[src/pkg/safety_spi_pkg.sv]
// shared constants, types and checksum for the safety spi status link
// How it works
// - timeout sets flag, requests safe state in diag
// - timeout flag latched until host read
// - read clears flag only if cause gone
// - host repeats read to confirm clearing
// - counter increments entering safe from diag/active
// - no increment from reset above safe lock
// - counter write only in diag, unlocked
// - counter at power down threshold: off
// - status four layout, resets to zero
// - transfer flags gather all frames since last transfer read
// - output feedback mismatch sets bit seven
// - fewer than 24 edges sets short
// - more than 24 edges sets long
// - unknown command sets bad command flag
// - checksum mismatch sets checksum flag
// - clock high at select fall flagged
// - clock high at select rise flagged
// - reset cut frame flagged, all reset zero
package safety_spi_pkg;

  // ****************************************
  // timing
  // ****************************************
  localparam int CLK_PERIOD_NS  = 40;
  localparam int LINK_PERIOD_NS = 320;
  localparam logic [3:0] LINK_HALF_CYCLES =
    4'(LINK_PERIOD_NS / (2 * CLK_PERIOD_NS));

  // ****************************************
  // frame
  // ****************************************
  localparam logic [5:0] FRAME_EDGES = 6'h18;
  localparam logic [5:0] EDGE_MAX    = 6'h3F;
  localparam logic [4:0] LAST_BIT    = 5'h17;
  localparam logic [7:0] CRC_POLY    = 8'h1D;
  localparam logic [7:0] CRC_INIT    = 8'hFF;

  localparam logic [7:0] READ_SAFETY_STATUS_FOUR_CMD = 8'h10;
  localparam logic [7:0] READ_TRANSFER_STATUS_CMD    = 8'h11;
  localparam logic [7:0] WRITE_ERROR_COUNTER_CMD     = 8'h95;

  typedef struct packed {
    logic [7:0] cmd;
    logic [7:0] data;
    logic [7:0] crc;
  } frame_t;

  typedef struct packed {
    logic [2:0] reserved;
    logic       diagnostic_timeout_flag;
    logic [3:0] device_error_counter;
  } safety_error_status_four_t;

  typedef struct packed {
    logic output_feedback_mismatch_flag;
    logic short_frame_flag;
    logic long_frame_flag;
    logic bad_command_flag;
    logic input_checksum_error_flag;
    logic clock_high_at_select_fall_flag;
    logic clock_high_at_select_rise_flag;
    logic reset_terminated_flag;
  } serial_transfer_status_t;

  localparam logic [3:0] COUNTER_MAX = 4'hF;

  typedef enum logic [4:0] {
    ST_OFF    = 5'h01,
    ST_RESET  = 5'h02,
    ST_DIAG   = 5'h04,
    ST_ACTIVE = 5'h08,
    ST_SAFE   = 5'h10
  } safety_state_t;

  // ****************************************
  // host controller registers
  // ****************************************
  localparam logic [7:0] OFS_COMMAND    = 8'h00;
  localparam logic [7:0] OFS_REPLY      = 8'h04;
  localparam logic [7:0] OFS_STATUS     = 8'h08;
  localparam logic [7:0] OFS_IRQ_STATUS = 8'h0C;
  localparam logic [7:0] OFS_IRQ_CLEAR  = 8'h10;
  localparam logic [7:0] OFS_IRQ_ENABLE = 8'h14;

  typedef struct packed {
    logic       confirm;
    logic [7:0] cmd;
    logic [7:0] data;
  } host_command_t;

  typedef struct packed {
    logic reply_crc_bad;
    logic frame_done;
  } host_irq_t;

  typedef struct packed {
    logic reply_crc_bad;
    logic busy;
  } host_status_t;

  // checksum over command and data, msb first
  function automatic logic [7:0] crc8(input logic [15:0] d);
    logic [7:0] c;
    c = CRC_INIT;
    for (int i = 15; i >= 0; i--) begin
      if (c[7] ^ d[i]) begin
        c = {c[6:0], 1'b0} ^ CRC_POLY;
      end else begin
        c = {c[6:0], 1'b0};
      end
    end
    return c;
  endfunction

endpackage

[src/pkg/spi_link_if.sv]
// serial link between host controller and safety device
`timescale 1ns/1ps
interface spi_link_if;
  logic sclk;
  logic cs_n;
  logic mosi;
  logic miso;
  logic miso_fb;

  // pad feedback of the device serial output
  assign miso_fb = miso;

  modport device (input sclk, input cs_n, input mosi, input miso_fb,
                  output miso);
  modport host   (output sclk, output cs_n, output mosi, input miso);
endinterface

[src/safety_spi_device.sv]
// safety device end: status registers and serial frame checking
`timescale 1ns/1ps
module safety_spi_device (
  input  wire logic                          clk,
  input  wire logic                          resetn,
  spi_link_if.device                         link,
  input  safety_spi_pkg::safety_state_t      safety_state,
  input  wire logic                          diag_timeout,
  input  wire logic                          cfg_lock,
  input  wire logic                          reset_event,
  input  wire logic [3:0]                    safe_lock_threshold,
  input  wire logic [3:0]                    power_down_threshold,
  output logic                               safe_request,
  output logic                               power_down,
  output logic [3:0]                         error_counter
);

  // ****************************************
  // link input synchronisers
  // ****************************************
  localparam logic [3:0] LINK_IDLE = 4'h4;

  logic [3:0] s1_q, s2_q, s3_q, f_q, p_q, f_d;
  logic       sclk_f, csn_f, mosi_f, fb_f, sclk_p, csn_p;

  // three stages, level accepted once stages two and three agree
  always_ff @(posedge clk or negedge resetn) begin
    if (!resetn) begin
      s1_q <= LINK_IDLE;
      s2_q <= LINK_IDLE;
      s3_q <= LINK_IDLE;
      f_q  <= LINK_IDLE;
      p_q  <= LINK_IDLE;
    end else begin
      s1_q <= {link.sclk, link.cs_n, link.mosi, link.miso_fb};
      s2_q <= s1_q;
      s3_q <= s2_q;
      f_q  <= f_d;
      p_q  <= f_q;
    end
  end

  assign f_d = (s2_q & s3_q) | (f_q & (s2_q ^ s3_q));
  assign {sclk_f, csn_f, mosi_f} = f_q[3:1];
  // feedback taken one stage early so it has settled at the rising edge
  assign fb_f = f_d[0];
  assign sclk_p = p_q[3];
  assign csn_p  = p_q[2];

  logic sclk_rise, sclk_fall, cs_fall, cs_rise, in_frame;
  assign in_frame  = ~csn_p & ~csn_f;
  assign sclk_rise = in_frame & sclk_f & ~sclk_p;
  assign sclk_fall = in_frame & ~sclk_f & sclk_p;
  assign cs_fall   = ~csn_f & csn_p;
  assign cs_rise   = csn_f & ~csn_p;

  // ****************************************
  // frame capture
  // ****************************************
  logic [23:0]                       shift_in_q, tx_q;
  logic [5:0]                        rise_cnt_q, fall_cnt_q;
  logic                              miso_q, pend_sdo_q, pend_fall_q;
  logic                              pend_reset_q;
  safety_spi_pkg::frame_t            rx, reply_q, reply_d;

  // edge counters saturate so a runaway frame still reads as long
  always_ff @(posedge clk or negedge resetn) begin
    if (!resetn) begin
      rise_cnt_q <= 6'h00;
      fall_cnt_q <= 6'h00;
    end else if (cs_fall) begin
      rise_cnt_q <= 6'h00;
      fall_cnt_q <= 6'h00;
    end else begin
      if (sclk_rise && rise_cnt_q != safety_spi_pkg::EDGE_MAX) begin
        rise_cnt_q <= rise_cnt_q + 6'h01;
      end
      if (sclk_fall && fall_cnt_q != safety_spi_pkg::EDGE_MAX) begin
        fall_cnt_q <= fall_cnt_q + 6'h01;
      end
    end
  end

  // receive shift, msb first on rising edge
  always_ff @(posedge clk or negedge resetn) begin
    if (!resetn) begin
      shift_in_q <= 24'h000000;
    end else if (sclk_rise) begin
      shift_in_q <= {shift_in_q[22:0], mosi_f};
    end
  end

  // reply shift: first bit at select fall, next on each falling edge
  always_ff @(posedge clk or negedge resetn) begin
    if (!resetn) begin
      tx_q   <= 24'h000000;
      miso_q <= 1'b0;
    end else if (cs_fall) begin
      miso_q <= reply_q.cmd[7];
      tx_q   <= {reply_q[22:0], 1'b0};
    end else if (sclk_fall) begin
      miso_q <= tx_q[23];
      tx_q   <= {tx_q[22:0], 1'b0};
    end
  end

  assign link.miso = miso_q;

  // per-frame pending conditions, only committed at select rise
  always_ff @(posedge clk or negedge resetn) begin
    if (!resetn) begin
      pend_sdo_q   <= 1'b0;
      pend_fall_q  <= 1'b0;
      pend_reset_q <= 1'b0;
    end else if (cs_fall) begin
      pend_sdo_q   <= 1'b0;
      pend_fall_q  <= sclk_f;
      pend_reset_q <= 1'b0;
    end else begin
      // miso is steady here and its feedback has just passed the filter
      if (sclk_rise && (miso_q != fb_f)) begin
        pend_sdo_q <= 1'b1;
      end
      if (in_frame && reset_event) begin
        pend_reset_q <= 1'b1;
      end
    end
  end

  // ****************************************
  // frame evaluation at select rise
  // ****************************************
  safety_spi_pkg::serial_transfer_status_t errs, xfer_q;
  safety_spi_pkg::safety_error_status_four_t stat4;
  logic len_ok, known_cmd, frame_ok, is_rd4, is_rdx, is_wr;
  logic timeout_q, to_prev_q;
  logic [3:0] cnt_q;
  logic [7:0] data_out;

  assign rx        = shift_in_q;
  assign known_cmd = (rx.cmd == safety_spi_pkg::READ_SAFETY_STATUS_FOUR_CMD)
                   | (rx.cmd == safety_spi_pkg::READ_TRANSFER_STATUS_CMD)
                   | (rx.cmd == safety_spi_pkg::WRITE_ERROR_COUNTER_CMD);

  always_comb begin
    errs = '0;
    errs.output_feedback_mismatch_flag  = pend_sdo_q;
    errs.short_frame_flag = (rise_cnt_q < safety_spi_pkg::FRAME_EDGES)
                          | (fall_cnt_q < safety_spi_pkg::FRAME_EDGES);
    errs.long_frame_flag  = (rise_cnt_q > safety_spi_pkg::FRAME_EDGES)
                          | (fall_cnt_q > safety_spi_pkg::FRAME_EDGES);
    len_ok = ~errs.short_frame_flag & ~errs.long_frame_flag;
    errs.bad_command_flag = len_ok & ~known_cmd;
    errs.input_checksum_error_flag =
      len_ok & (rx.crc != safety_spi_pkg::crc8({rx.cmd, rx.data}));
    errs.clock_high_at_select_fall_flag = pend_fall_q;
    errs.clock_high_at_select_rise_flag = sclk_f;
    errs.reset_terminated_flag          = pend_reset_q;
  end

  assign frame_ok = len_ok & ~errs.bad_command_flag
                  & ~errs.input_checksum_error_flag
                  & ~errs.reset_terminated_flag;
  assign is_rd4 = cs_rise & frame_ok
                & (rx.cmd == safety_spi_pkg::READ_SAFETY_STATUS_FOUR_CMD);
  assign is_rdx = cs_rise & frame_ok
                & (rx.cmd == safety_spi_pkg::READ_TRANSFER_STATUS_CMD);
  // locked or outside diag: write ignored, counter untouched
  assign is_wr  = cs_rise & frame_ok & ~cfg_lock
                & (rx.cmd == safety_spi_pkg::WRITE_ERROR_COUNTER_CMD)
                & (safety_state == safety_spi_pkg::ST_DIAG);

  // flags of this frame land together; a transfer read restarts them from its own frame's flags
  always_ff @(posedge clk or negedge resetn) begin
    if (!resetn) begin
      xfer_q <= '0;
    end else if (cs_rise) begin
      if (is_rdx) begin
        xfer_q <= errs;
      end else begin
        xfer_q <= xfer_q | errs;
      end
    end
  end

  // ****************************************
  // safety error status four
  // ****************************************
  logic [4:0] prev_state_q;
  logic       enter_safe, inc;
  logic [3:0] cnt_base;

  // latched while cause is up; read clears only once it has gone
  always_ff @(posedge clk or negedge resetn) begin
    if (!resetn) begin
      timeout_q <= 1'b0;
    end else if (is_rd4) begin
      timeout_q <= diag_timeout;
    end else if (diag_timeout) begin
      timeout_q <= 1'b1;
    end
  end

  always_ff @(posedge clk or negedge resetn) begin
    if (!resetn) begin
      prev_state_q <= safety_spi_pkg::ST_OFF;
      to_prev_q    <= 1'b0;
    end else begin
      prev_state_q <= safety_state;
      to_prev_q    <= diag_timeout;
    end
  end

  assign enter_safe = (safety_state == safety_spi_pkg::ST_SAFE)
                    & (prev_state_q != safety_spi_pkg::ST_SAFE);
  assign inc = enter_safe
             & ((prev_state_q == safety_spi_pkg::ST_DIAG)
              | (prev_state_q == safety_spi_pkg::ST_ACTIVE)
              | ((prev_state_q == safety_spi_pkg::ST_RESET)
               & (cnt_base <= safe_lock_threshold)));
  assign cnt_base = is_wr ? rx.data[3:0] : cnt_q;

  // a write landing with a safe entry still counts the entry
  always_ff @(posedge clk or negedge resetn) begin
    if (!resetn) begin
      cnt_q <= 4'h0;
    end else if (inc && cnt_base != safety_spi_pkg::COUNTER_MAX) begin
      cnt_q <= cnt_base + 4'h1;
    end else begin
      cnt_q <= cnt_base;
    end
  end

  // timeout in diag asks the state machine for safe; entry then counts once
  always_ff @(posedge clk or negedge resetn) begin
    if (!resetn) begin
      safe_request <= 1'b0;
      power_down   <= 1'b0;
    end else begin
      safe_request <= diag_timeout & ~to_prev_q
                    & (safety_state == safety_spi_pkg::ST_DIAG);
      power_down   <= (cnt_q == power_down_threshold);
    end
  end

  assign error_counter = cnt_q;

  always_comb begin
    stat4 = '0;
    stat4.diagnostic_timeout_flag = timeout_q;
    stat4.device_error_counter    = cnt_q;
  end

  // ****************************************
  // reply for the next frame
  // ****************************************
  // snapshot before commit, so a read shows earlier frames only
  always_comb begin
    data_out = 8'h00;
    if (is_rd4) begin
      data_out = stat4;
    end else if (is_rdx) begin
      data_out = xfer_q;
    end
    reply_d.cmd  = rx.cmd;
    reply_d.data = data_out;
    reply_d.crc  = safety_spi_pkg::crc8({rx.cmd, data_out});
  end

  always_ff @(posedge clk or negedge resetn) begin
    if (!resetn) begin
      reply_q <= '0;
    end else if (cs_rise) begin
      reply_q <= reply_d;
    end
  end

endmodule // safety_spi_device

[src/flat_wrapper.sv]
// flat-port wrapper written by rule: the top's interface ports become plain ports
module safety_spi_device_flat 
  (clk, resetn, safety_state, diag_timeout, cfg_lock, reset_event, safe_lock_threshold, power_down_threshold, safe_request, power_down, error_counter, link_sclk, link_cs_n, link_mosi, link_miso);
  spi_link_if link_i ();
  input  wire logic clk;
  input  wire logic resetn;
  input  safety_spi_pkg::safety_state_t safety_state;
  input  wire logic diag_timeout;
  input  wire logic cfg_lock;
  input  wire logic reset_event;
  input  wire logic [3:0] safe_lock_threshold;
  input  wire logic [3:0] power_down_threshold;
  output logic safe_request;
  output logic power_down;
  output logic [3:0] error_counter;
  input wire logic [$bits(link_i.sclk)-1:0] link_sclk;
  input wire logic [$bits(link_i.cs_n)-1:0] link_cs_n;
  input wire logic [$bits(link_i.mosi)-1:0] link_mosi;
  output wire logic [$bits(link_i.miso)-1:0] link_miso;
  assign link_i.sclk = link_sclk;
  assign link_i.cs_n = link_cs_n;
  assign link_i.mosi = link_mosi;
  assign link_miso = link_i.miso;
  safety_spi_device u_core (.clk(clk), .resetn(resetn), .link(link_i), .safety_state(safety_state), .diag_timeout(diag_timeout), .cfg_lock(cfg_lock), .reset_event(reset_event), .safe_lock_threshold(safe_lock_threshold), .power_down_threshold(power_down_threshold), .safe_request(safe_request), .power_down(power_down), .error_counter(error_counter));
endmodule
[config.mk]
export PLATFORM = sky130hd
export DESIGN_NAME = safety_spi_device_flat
export DESIGN_NICKNAME = d
export VERILOG_FILES = /design/src/pkg/safety_spi_pkg.sv /design/src/pkg/spi_link_if.sv /design/src/safety_spi_device.sv /design/src/flat_wrapper.sv
export SDC_FILE = /design/constraint.sdc
export NUM_CORES = 1
export LEC_CHECK = 0
export ABC_CLOCK_PERIOD_IN_PS = 5500
export BUFFER_PORTS_ARGS = -buffer_cell sky130_fd_sc_hd__buf_2
export CAP_MARGIN = 5
export CORE_MARGIN = 3
export CORE_UTILIZATION = 62
export CTS_BUF_LIST = sky130_fd_sc_hd__clkbuf_16
export CTS_CLUSTER_DIAMETER = 80
export DETAILED_ROUTE_END_ITERATION = 16
export HOLD_SLACK_MARGIN = 0.15
export PLACE_DENSITY = 0.77
export SLEW_MARGIN = 0
export SYNTH_ARGS = -nofsm -noshare
export SYNTH_HDL_FRONTEND = slang
export SYNTH_SLANG_ARGS = --single-unit
[constraint.sdc]
create_clock -name clk -period 5.5 [get_ports clk]
set_input_delay 1.1 -clock clk [delete_from_list [all_inputs] [get_ports clk]]
set_output_delay 1.1 -clock clk [all_outputs]
set_load 0.05 [all_outputs]
==> summary.md <==
| Metric | Value |
|---|---|
| Status | `finished, final reports clean` |
| Die H | `109 um` |
| Final setup viols | `0` |
| Synth-to-layout area growth | `13.4%` |
| Clock transition at path regs | `0.05 ns` |
| Synthesis Warnings | `0` |
| Fmax | `0.192 GHz` |
| #FFs+latches synth | `126` |
| Overall Global Routing Usage | `0.243` |
| Largest net degree at the start of global routing | `65` |
| DRC viols | `0` |
| CP Capture Type | `flip-flop` |
| Post-layout net count | `631` |
| CTS Buffer Depth | `2` |
| Number of synthesized flops with an enable pin | `0` |
| Starting DRT DRC Count | `278` |
| Fin. Hold Viols | `0` |
| Critical Path RT | `5.85 ns` |
| Core Util, Final | `0.725` |
| Placer Congestion | `0.860` |
| Multi-input logic area | `3310 um^2` |
| Worst-Margin Slew | `1.13 ns` |
| DIE AREA | `11900 um^2` |
| Root Buffer | `clkbuf_16` |
| Primary FF master, synth | `dfrtp_1` |
| Mean Syn Cell Area | `11.5 um^2` |
| Vias in the first global route | `4137` |
| H-Tree Level Count | `4` |
| TritonRoute pass-1 iters | `5` |
| Most frequent cells in the layout | `120 x dfrtp_1, 80 x nand2_1, 39 x o21ai_0, 32 x mux2i_1, 26 x buf_2` |
| Skew-Pair Late Insertion Delay | `0.42 ns` |
| Syn nets | `609` |
| Worst Path Arrival | `5.54 ns` |
| Sequential fraction of the synthesis area | `0.479` |
| Synth Instances | `573` |
| Crit share post-route | `0.945` |
| Die X | `109 um` |
| RSZ-0062 raised after global routing | `false` |
| Grt ovf | `0` |
| Setup Crit Path Kind | `flip-flop to flip-flop` |
| Setup Skew | `0.00642 ns` |
| Static leakage | `0.00358 uW` |
| ANT nets after route | `0` |
| Vias/cell | `5.58` |
| WL/cell | `17.4 um` |
| Max IR drop VDD | `0.000281 V` |
| Vias post-DR | `4149` |
| Fill count | `697` |
| First-pass GRT wire length | `21.5 mm` |
| Routed WL | `12.9 mm` |
| Power Density | `330 nW/um^2` |
| Fin. max-slew vios | `0` |
| Initial Util | `0.639` |
| Post-CTS Setup Repair Bufs | `0` |
| Setup TNS Final | `0 ns` |
| Min cycle time layout | `5.20 ns` |
| Fraction of layout cells with a size suffix above 1 | `0.186` |
| CTS buffer count | `17` |
| Netlist Area Pre-Place | `6600 um^2` |
| Synth cell types | `51` |
| Row Count | `37` |
| CTS tree | `built` |
| Async SR Flop Fraction | `1.00` |
| Crit start category | `flip-flop` |
| Port Buffer Count | `27` |
| Hold WC Path Type | `flip-flop to flip-flop` |
| Commonest non-fill, non-tap cell in the layout | `dfrtp_1` |
| DPL Wire Length | `8.69 mm` |
| Seq. cell area | `3160 um^2` |
| Initial antenna violation count | `0` |
| Cts hold-fix bufs | `0` |
| ANT cells | `0` |
| Max Cap Viol | `0` |
| Crit Path Max Fanout | `7` |
| Worst slew margin | `0.243` |
| Floorplan core area | `10300 um^2` |
| Ports | `28` |
| Sink Count | `126` |
## synthesized netlist by cell type (2+ instances only)
master      n  share of area
dfrtp_1   120           0.46
nand2_1    80          0.046
o21ai_0    39          0.030
mux2i_1    32          0.049
xnor2_1    27          0.036
xor2_1     26          0.035
mux2_2     23          0.039
xnor3_1    23          0.078
nor2_1     22          0.013
clkbuf_1   20          0.011
a21oi_1    16          0.012
ha_1       15          0.028
inv_1      14         0.0080
a21o_1      8         0.0091
a22o_1      8          0.011
nor2b_1     7         0.0066
dfstp_2     6          0.024
nand2b_1    6         0.0057
nand3_1     6         0.0046
and3_1      5         0.0047
buf_2       5         0.0038
o21ai_1     5         0.0038
nand4_1     4         0.0038
nor3_1      4         0.0030
nor4b_1     4         0.0053
o21a_1      4         0.0046
and2_1      3         0.0028
buf_1       3         0.0017
mux2_1      3         0.0051
nor4_1      3         0.0028
or3_1       3         0.0028
buf_4       2         0.0023
nor3_2      2         0.0030
nor3b_1     2         0.0023
o31ai_1     2         0.0023
or2_2       2         0.0019
or4_1       2         0.0023
xnor2_2     2         0.0049
xnor2_4     2         0.0083
xor3_1      2         0.0072
## through the flow
stage	total power, uW	hold WS, ns	instances	area [um^2]	setup WS, ns
6_report	2470	0.348	744	7480	0.304
4_1_cts	2500	0.349	744	7460	0.0632
3_5_place_dp	1350	0.337	712	6850	0.0329
3_3_place_gp	1330	0.335	712	6850	0.357
5_1_grt	2580	0.357	744	7480	0.0309
2_1_floorplan	1260	0.331	573	6600	0.553
## where the power goes
group / internal [uW] / total (uW) / switching, uW / leakage (uW)
sequential: 990 / 1050 / 56.2 / 0.00166
clock: 745 / 1140 / 392 / 0.000290
combinational: 133 / 284 / 151 / 0.00163
## final cells by class
class,instances,area share
Clock buffer,17,0.0568
Clock inverter,15,0.0239
Inverter,15,0.00752
Multi-Input combinational cell,402,0.442
Sequential cell,126,0.422
Tap cell,136,0.0227
Timing Repair Buffer,33,0.0244
## cell families (layout without fill, tap and decap cells)
family                     count (synthesis)  count (layout)  share of synthesized area
AOI/OAI and AO/OA                         87              87                     0.0815
DFF                                      126             126                      0.479
muxes                                     60              60                     0.0973
and+or+nand+nor                          157             157                      0.113
xor gates and xnor gates                  83              83                      0.173
buffers and inverters                     45              80                     0.0277
adders and majority gates                 15              15                     0.0284
## timing repair
item                                    4_1_cts  5_1_grt
resized for setup                             1        5
pin swaps                                     0        0
endpoints found under the setup margin        1        3
## flip-flops by register name, indices dropped and copies added, names as in the netlist
register              cells
u_core.reply_q           24
u_core.p_q                2
u_core.link.miso          1
u_core.safe_request       1
u_core.power_down         1
u_core.to_prev_q          1
u_core.pend_reset_q       1
u_core.prev_state_q       5
u_core.s3_q               4
u_core.timeout_q          1
u_core.fall_cnt_q         6
u_core.s2_q               4
u_core.rise_cnt_q         6
u_core.xfer_q             8
u_core.pend_sdo_q         1
u_core.error_counter      4
u_core.tx_q              23
u_core.pend_fall_q        1
u_core.rx                24
u_core.f_q                4
u_core.s1_q               4
## critical path, stage by stage (launching register included)
cell and delay, ns:
dfrtp_1 0.50, inv_1 0.14, ha_2 0.46, xor2_2 0.26, xnor3_1 0.44, xnor3_1 0.22
and2_1 0.13, mux2i_2 0.13, or4_4 0.60, mux2_2 0.34, ha_1 0.30, nor2b_1 0.14
o21ai_0 0.17, nand2b_1 0.08, a21oi_1 0.14, a41oi_1 0.06, o22ai_1 0.30, o2111ai_4 0.22
nor4b_2 0.30, xor2_1 0.16
## path summary, 6_finish.rpt
kind	from	endpoint	slack (ns)	cells after the start
worst max-delay path	u_core.rx[22]	u_core.error_counter[3]	0.30	19
worst min-delay path	u_core.s1_q[1]	u_core.s2_q[1]	0.35	0
worst max register to register	u_core.rx[22]	u_core.error_counter[3]	0.30	19
worst min register to register	u_core.s1_q[1]	u_core.s2_q[1]	0.35	0
max in group asynchronous	resetn	u_core.fall_cnt_q[0]	3.47	2
min in group asynchronous	resetn	u_core.fall_cnt_q[4]	0.76	1
## routing by layer
layer | global-route usage | vias up | part of all wire
met3 | 0.0598 | 15 | 0.039
met4 | 0.102 | 0 | 0.014
met5 | 0 | - | 0
met2 | 0.379 | 82 | 0.49
li1 | - | 2006 | -
met1 | 0.326 | 2046 | 0.46
Note: power is estimated with default switching activity, not from simulation.
